===== config.mk =====
export PLATFORM = sky130hd
export DESIGN_NAME = bbx_exec
export DESIGN_NICKNAME = d
export VERILOG_FILES = /design/src/hw/bbx_pkg.sv /design/src/hw/bbx_mem_if.sv /design/src/hw/bbx_exec.sv /design/src/hw/bbx_regfile.sv
export SDC_FILE = /design/constraint.sdc
export NUM_CORES = 1
export LEC_CHECK = 0
export BUFFER_PORTS_ARGS = -buffer_cell sky130_fd_sc_hd__buf_4
export CORE_MARGIN = 2
export CORE_UTILIZATION = 34
export CTS_BUF_LIST = sky130_fd_sc_hd__clkbuf_2
export CTS_CLUSTER_DIAMETER = 150
export DETAILED_ROUTE_END_ITERATION = 10
export GPL_TIMING_DRIVEN = 1
export SETUP_SLACK_MARGIN = 0.05
export SYNTH_ARGS = -nofsm -noshare
export SYNTH_HDL_FRONTEND = slang
export SYNTH_SLANG_ARGS = --single-unit

===== constraint.sdc =====
create_clock -name clock -period 3.1 [get_ports clock]
set_input_delay 0.155 -clock clock [delete_from_list [all_inputs] [get_ports clock]]
set_output_delay 0.155 -clock clock [all_outputs]
set_load 0.01 [all_outputs]

===== src/hw/bbx_pkg.sv =====
// bbx_pkg: constants shared by the bit and branch execution unit
// assumes a core with 7-bit file addressing and an 8-bit data path
package bbx_pkg;
  localparam int DATA_W = 8;
  localparam int FILE_AW = 7;
  localparam int FILE_DEPTH = 128;
  localparam int BIT_W = 3;
  localparam int LIT_W = 9;
  localparam int PC_W = 15;
  localparam int OP_W = 3;
  // operation codes from the decode stage
  localparam logic [2:0] OP_BIT_CLEAR = 3'h0;
  localparam logic [2:0] OP_BIT_SET = 3'h1;
  localparam logic [2:0] OP_SKIP_IF_CLEAR = 3'h2;
  localparam logic [2:0] OP_SKIP_IF_SET = 3'h3;
  localparam logic [2:0] OP_BRANCH_LIT = 3'h4;
  localparam logic [2:0] OP_BRANCH_WREG = 3'h5;
  // values after reset
  localparam logic RST_READY = 1'h1;
  localparam logic RST_PC_LOAD = 1'h0;
  localparam logic RST_DISCARD = 1'h0;
  localparam logic [7:0] RST_DATA = 8'h00;
  localparam logic [14:0] RST_PC = 15'h0000;
  // cycles per instruction of this group
  localparam int EXEC_CYCLES = 2;
  typedef enum logic [0:0] {ST_IDLE, ST_EXEC} bbx_state_e;
endpackage


===== src/hw/bbx_mem_if.sv =====
// bbx_mem_if: register file access between execution unit and file memory
// assumes one clock shared by both ends
`timescale 1ns/100ps
interface bbx_mem_if;
  logic [bbx_pkg::FILE_AW-1:0] rdAddr;
  logic [bbx_pkg::DATA_W-1:0] rdData;
  logic wrEn;
  logic [bbx_pkg::FILE_AW-1:0] wrAddr;
  logic [bbx_pkg::DATA_W-1:0] wrData;
  modport ctrl (output rdAddr, output wrEn, output wrAddr, output wrData, input rdData);
  modport mem (input rdAddr, input wrEn, input wrAddr, input wrData, output rdData);
endinterface


===== src/hw/bbx_exec.sv =====
// bbx_exec: execution of bit clear/set, bit test skip and relative branches
// assumes decode presents one operation per accept with ready high
// and the program counter stage applies pcLoad/pcTarget and discardNext
`timescale 1ns/100ps
module bbx_exec #(
  parameter int PC_WIDTH = bbx_pkg::PC_W
) (
  input wire logic clock,
  input wire logic rst,
  input wire logic opValid,
  input wire logic [bbx_pkg::OP_W-1:0] opKind,
  input wire logic [bbx_pkg::FILE_AW-1:0] fileAddr,
  input wire logic [bbx_pkg::BIT_W-1:0] bitSel,
  input wire logic [bbx_pkg::LIT_W-1:0] branchLit,
  input wire logic [bbx_pkg::DATA_W-1:0] wreg,
  input wire logic [PC_WIDTH-1:0] pcNext,
  input wire logic [bbx_pkg::FILE_AW-1:0] peekAddr,
  output logic ready,
  output logic pcLoad,
  output logic [PC_WIDTH-1:0] pcTarget,
  output logic discardNext,
  output logic statusWrEn,
  output logic [bbx_pkg::DATA_W-1:0] peekData
);
  bbx_mem_if memBus ();

  bbx_pkg::bbx_state_e state;
  bbx_pkg::bbx_state_e next_state;
  logic [bbx_pkg::OP_W-1:0] curOp;
  logic [bbx_pkg::OP_W-1:0] next_curOp;
  logic [bbx_pkg::FILE_AW-1:0] curAddr;
  logic [bbx_pkg::FILE_AW-1:0] next_curAddr;
  logic [bbx_pkg::BIT_W-1:0] curBit;
  logic [bbx_pkg::BIT_W-1:0] next_curBit;
  logic [PC_WIDTH-1:0] target;
  logic [PC_WIDTH-1:0] next_target;
  logic next_ready;
  logic next_pcLoad;
  logic [PC_WIDTH-1:0] next_pcTarget;
  logic next_discardNext;
  logic [bbx_pkg::DATA_W-1:0] next_peekData;
  logic [PC_WIDTH-1:0] litExt;
  logic [PC_WIDTH-1:0] wregExt;
  logic testedBit;
  logic [bbx_pkg::DATA_W-1:0] bitMask;
  logic accept;

  // offsets are extended to the pc width, so it must be strictly wider
  if (PC_WIDTH <= bbx_pkg::LIT_W || PC_WIDTH <= bbx_pkg::DATA_W)
  begin : gWidthCheck
    $error("bbx_exec: program counter not wider than branch offset");
  end

  // the two-state sequencer serves exactly two cycles per operation
  if (bbx_pkg::EXEC_CYCLES != 2)
  begin : gCycleCheck
    $error("bbx_exec: sequencer serves two-cycle operations only");
  end

  // storage has no reset: a bit op on an unwritten word leaves its other bits unknown
  bbx_regfile #(
    .DEPTH(bbx_pkg::FILE_DEPTH)
  ) fileMem (
    .clock(clock),
    .port(memBus.mem)
  );

  // a request seen while busy is dropped, not queued
  assign accept = opValid && ready && (state == bbx_pkg::ST_IDLE);
  assign litExt = {{(PC_WIDTH - bbx_pkg::LIT_W){branchLit[bbx_pkg::LIT_W-1]}}, branchLit};
  assign wregExt = {{(PC_WIDTH - bbx_pkg::DATA_W){1'b0}}, wreg};

  // one-hot mask of the operand bit, shared by modify and test paths
  for (genvar i = 0; i < bbx_pkg::DATA_W; i++)
  begin : gBitMask
    assign bitMask[i] = (32'(curBit) == i);
  end

  assign testedBit = |(memBus.rdData & bitMask);

  // read port: the operand while accepting, otherwise the observation address
  assign memBus.rdAddr = accept ? fileAddr : peekAddr;

  always_comb
  begin
    memBus.wrEn = 1'b0;
    memBus.wrAddr = curAddr;
    memBus.wrData = memBus.rdData;
    // read-modify-write: byte fetched at accept, written back at end of execute
    if (state == bbx_pkg::ST_EXEC)
    begin
      if (curOp == bbx_pkg::OP_BIT_CLEAR)
      begin
        memBus.wrEn = 1'b1;
        memBus.wrData = memBus.rdData & ~bitMask;
      end
      if (curOp == bbx_pkg::OP_BIT_SET)
      begin
        memBus.wrEn = 1'b1;
        memBus.wrData = memBus.rdData | bitMask;
      end
    end
  end

  always_comb
  begin
    next_state = state;
    next_curOp = curOp;
    next_curAddr = curAddr;
    next_curBit = curBit;
    next_target = target;
    next_ready = ready;
    next_pcLoad = 1'b0;
    next_pcTarget = pcTarget;
    next_discardNext = 1'b0;
    case (state)
      bbx_pkg::ST_IDLE:
      begin
        if (accept)
        begin
          next_state = bbx_pkg::ST_EXEC;
          next_curOp = opKind;
          next_curAddr = fileAddr;
          next_curBit = bitSel;
          next_ready = 1'b0;
          if (opKind == bbx_pkg::OP_BRANCH_LIT)
            next_target = PC_WIDTH'(pcNext + litExt);
          else if (opKind == bbx_pkg::OP_BRANCH_WREG)
            next_target = PC_WIDTH'(pcNext + wregExt);
        end
      end
      bbx_pkg::ST_EXEC:
      begin
        next_state = bbx_pkg::ST_IDLE;
        next_ready = 1'b1;
        case (curOp)
          bbx_pkg::OP_SKIP_IF_CLEAR:
            next_discardNext = !testedBit;
          bbx_pkg::OP_SKIP_IF_SET:
            next_discardNext = testedBit;
          bbx_pkg::OP_BRANCH_LIT, bbx_pkg::OP_BRANCH_WREG:
          begin
            next_pcLoad = 1'b1;
            next_pcTarget = target;
            next_discardNext = 1'b1;
          end
          default:
            next_discardNext = 1'b0;
        endcase
      end
      default:
        next_state = bbx_pkg::ST_IDLE;
    endcase
  end

  always_ff @(posedge clock)
  begin
    if (rst)
    begin
      state <= bbx_pkg::ST_IDLE;
      curOp <= bbx_pkg::OP_BIT_CLEAR;
      curAddr <= '0;
      curBit <= '0;
      target <= bbx_pkg::RST_PC;
      ready <= bbx_pkg::RST_READY;
      pcLoad <= bbx_pkg::RST_PC_LOAD;
      pcTarget <= bbx_pkg::RST_PC;
      discardNext <= bbx_pkg::RST_DISCARD;
      statusWrEn <= 1'b0;
    end
    else
    begin
      state <= next_state;
      curOp <= next_curOp;
      curAddr <= next_curAddr;
      curBit <= next_curBit;
      target <= next_target;
      ready <= next_ready;
      pcLoad <= next_pcLoad;
      pcTarget <= next_pcTarget;
      discardNext <= next_discardNext;
      statusWrEn <= 1'b0;
    end
  end

  // observation path: refreshed only while idle, so an operand read never shows
  always_comb
  begin
    next_peekData = peekData;
    if (state == bbx_pkg::ST_IDLE && !accept)
      next_peekData = memBus.rdData;
  end

  always_ff @(posedge clock)
  begin
    if (rst)
      peekData <= bbx_pkg::RST_DATA;
    else
      peekData <= next_peekData;
  end
endmodule


===== src/hw/bbx_regfile.sv =====
// bbx_regfile: 128 x 8 data memory, registered read, write-first not needed
// assumes reads and writes never target the same word in one cycle
`timescale 1ns/100ps
module bbx_regfile #(
  parameter int DEPTH = bbx_pkg::FILE_DEPTH
) (
  input wire logic clock,
  bbx_mem_if.mem port
);
  logic [bbx_pkg::DATA_W-1:0] store [DEPTH];
  logic [bbx_pkg::DATA_W-1:0] rdData;

  if (DEPTH > (1 << bbx_pkg::FILE_AW))
  begin : gDepthCheck
    $error("bbx_regfile: depth exceeds address range");
  end

  // no reset on storage: contents are unknown at power-up like real ram
  always_ff @(posedge clock)
  begin
    if (port.wrEn)
      store[port.wrAddr] <= port.wrData;
    rdData <= store[port.rdAddr];
  end

  assign port.rdData = rdData;
endmodule


==> qor.csv <==
metric;value;unit
status;finished, violations left;
violations;setup timing;
synth_top_family_by_area;multiplexers;
ant_nets;0;
hold_ws;38.5;ps
yosys.area_share.simple;6.89;%
h-tree-depth;5;
leakagePower;18.2;nW
crit_required;4430;ps
grt_pass1_vias;26609;
synth-seq-cells;1087;
synthCells;2531;
die_area;129000;sq um
grt_usage;18.3;%
die_width;359;microns
synth_mux_area_share;10.9;%
tightest_slew;957;ps
clock_sinks;1087;
die_height;359;microns
place_area;47900;sq um
synth_area;42800;sq um
clock-root-buffer;clkbuf_2;
syn-num-nets;2597;
fin_worst_skew;138;ps
dp_hpwl;74.8;mm
worstPathMaxFanout;19;
async_flop_share;0;%
arrival;4430;ps
end_kind;flip-flop;
startpoint_type;flip-flop;
synth_xor_area_share;0.246;%
final_area;52700;sq um
relSlewSlack;36.2;%
finalPower;0.0313;W
setup_ws;-1.67;ps
peakVddDrop;0.000370;V
cts_tree;built;
firstDrtPassIters;5;
vias_per_cell;5.16;
area_growth;23.2;%
synthAdderAreaFrac;0.339;%
core-area;125000;sq um
antenna_found_initial;5;
synth-seq-area-share;74.8;%
final_common_cell;edfxtp_1;
slew_violations;0;
finalNetCount;3338;
io_buffers;80;
start_util;34.2;%
avgRoutedWirePerCell;23.4;microns
rsz0062_at_grt;true;
path_clk_slew;100;ps
insertion_delay;1490;ps
finalHoldViolCount;0;
maxCapViolations;0;
drc;0;
overflow;0;
fmax;0.322;GHz
ios;82;
fp-row-count;130;
synth_compound_area_share;4.99;%
ys_warn_count;0;
vias;26295;
ys_types;61;
avgSynthCellArea;16.9;sq um
gp_congestion;0.869;
setup_viol;1;
final_layout_size_suffix_gt1_share;33.7;%
layout_common_cells;1,024 x edfxtp_1, 405 x clkbuf_2, 390 x buf_4;
clk_path_buf_depth;4;
synth_edf_count;1024;
ys.flop_type;edfxtp_1;
critPathKind;reg -> reg;
p_per_area;594;nW/um^2
period_needed;3100;ps
cts_inserted_buffers;286;
grt_max_degree;70;
routed_wirelength;119;mm
drt_iter0_markers;2735;
period_share;100;%
grt_first_pass_wirelength;173;mm
hold_path.class;in -> reg;
ff2ff_setup_slack;-2;ps
==> final timing paths <==
check	from	to	cells past startpoint
max	state	fileMem.port.rdData[4]	9
min	branchLit[2]	target[10]	11
max reg2reg	state	fileMem.port.rdData[4]	9
min reg2reg	target[1]	pcTarget[1]	2
==> critical path: stages, from the launching register on <==
cell	delay [ps]
dfxtp_2	330
nand3b_4	190
mux2i_4	350
buf_12	210
buf_16	210
mux4_2	570
a2111oi_1	480
nand2_1	280
nand3_1	120
and4b_1	190
==> synthesized netlist by cell type (3+ instances only) <==
library cell  instances  area, sq um
a211oi_1             14          105
buf_2                38          190
a2111oi_0            49          429
nor3b_1               5         37.5
a311oi_1              3         26.3
nor2_1              157          589
nor2b_1              11         68.8
nand2b_1              4         25.0
a22oi_1              36          270
a22o_1               23          201
xnor2_1               8         70.1
o22ai_1              26          163
nand3b_1              6         45.0
nor3_1               10         50.1
a221oi_1              3         26.3
or3_1                 3         18.8
inv_1                 8         30.0
ha_1                 10          125
o21ai_0               7         35.0
clkbuf_1             59          221
xor2_1                4         35.0
edfxtp_1           1024        30700
nand2_1             387         1450
mux2i_1              60          601
a31oi_1              12         75.1
buf_1                11         41.3
dfxtp_1              63         1260
and4_1                7         61.3
nand3_1              78          390
buf_4                10         75.1
mux4_2              168         3780
and3_1               11         68.8
a21oi_1             139          696
and2_1                7         43.8
buf_6                19          214
mux2_2               23          259
==> sequential cells by signal, summed over array words and instances (netlist names) <==
name / flops
curBit: 3
state: 1
fileMem.port.rdData: 8
curOp: 3
ready: 1
target: 15
pcTarget: 15
discardNext: 1
peekData: 8
fileMem.store: 1024
curAddr: 7
pcLoad: 1
==> power breakdown <==
group          total, W  switching [W]  leakage, nW  internal (W)
clock network   0.00944        0.00565         1.86       0.00379
registers        0.0173       0.000107         9.69        0.0172
logic           0.00461        0.00294         6.62       0.00167
==> cell families after synthesis <==
kind of cell               count (synthesis)
other                                      1
xor gates and xnor gates                  12
AOI/OAI and AO/OA                        326
adders and majority gates                 11
muxes                                    253
buffers and inverters                    145
DFF                                     1087
and+or+nand+nor                          696
==> layer usage <==
layer | wire length [microns] | share of wire (%) | vias to the layer above | global-route usage, %
met5 | 27 | 0.023 | - | 0
met4 | 3680 | 3.1 | 4 | 7.38
met3 | 10200 | 8.5 | 247 | 4.22
met2 | 56100 | 47 | 1188 | 28.7
met1 | 49100 | 41 | 13279 | 24.5
li1 | - | - | 11577 | -
==> final cells by class <==
cell class	instances	area [sq um]
flip-flops and latches	1087	32000
repair buffers	589	5520
inverters	8	30.0
multi-input cells	1300	10700
clock inverters	55	320
well taps	1650	2060
diodes	5	12.5
fillers	11272	72500
clock buffers	405	2030
==> what timing repair did <==
item,in CTS,in global routing
cloned,2,3
endpoints found under the setup margin,8,18
endpoints found under the hold margin,63,10
pin swaps,2,17
gates resized for setup,85,82
buffers inserted,5,26
hold buffers,131,1
==> through the flow <==
stage                     setup TNS [ps]  utilization (%)  instances  setup slack (ps)
after floorplan                        0                -       2531               153
after global placement             -1440             38.3       4469              -509
after detailed placement           -1710             38.3       4469              -439
after CTS                              0             41.6       5067              27.9
after global routing               -27.8             42.1       5096             -27.8
final                              -1.67             42.1       5099             -1.67
No activity file was read; power rests on OpenSTA's default activity.
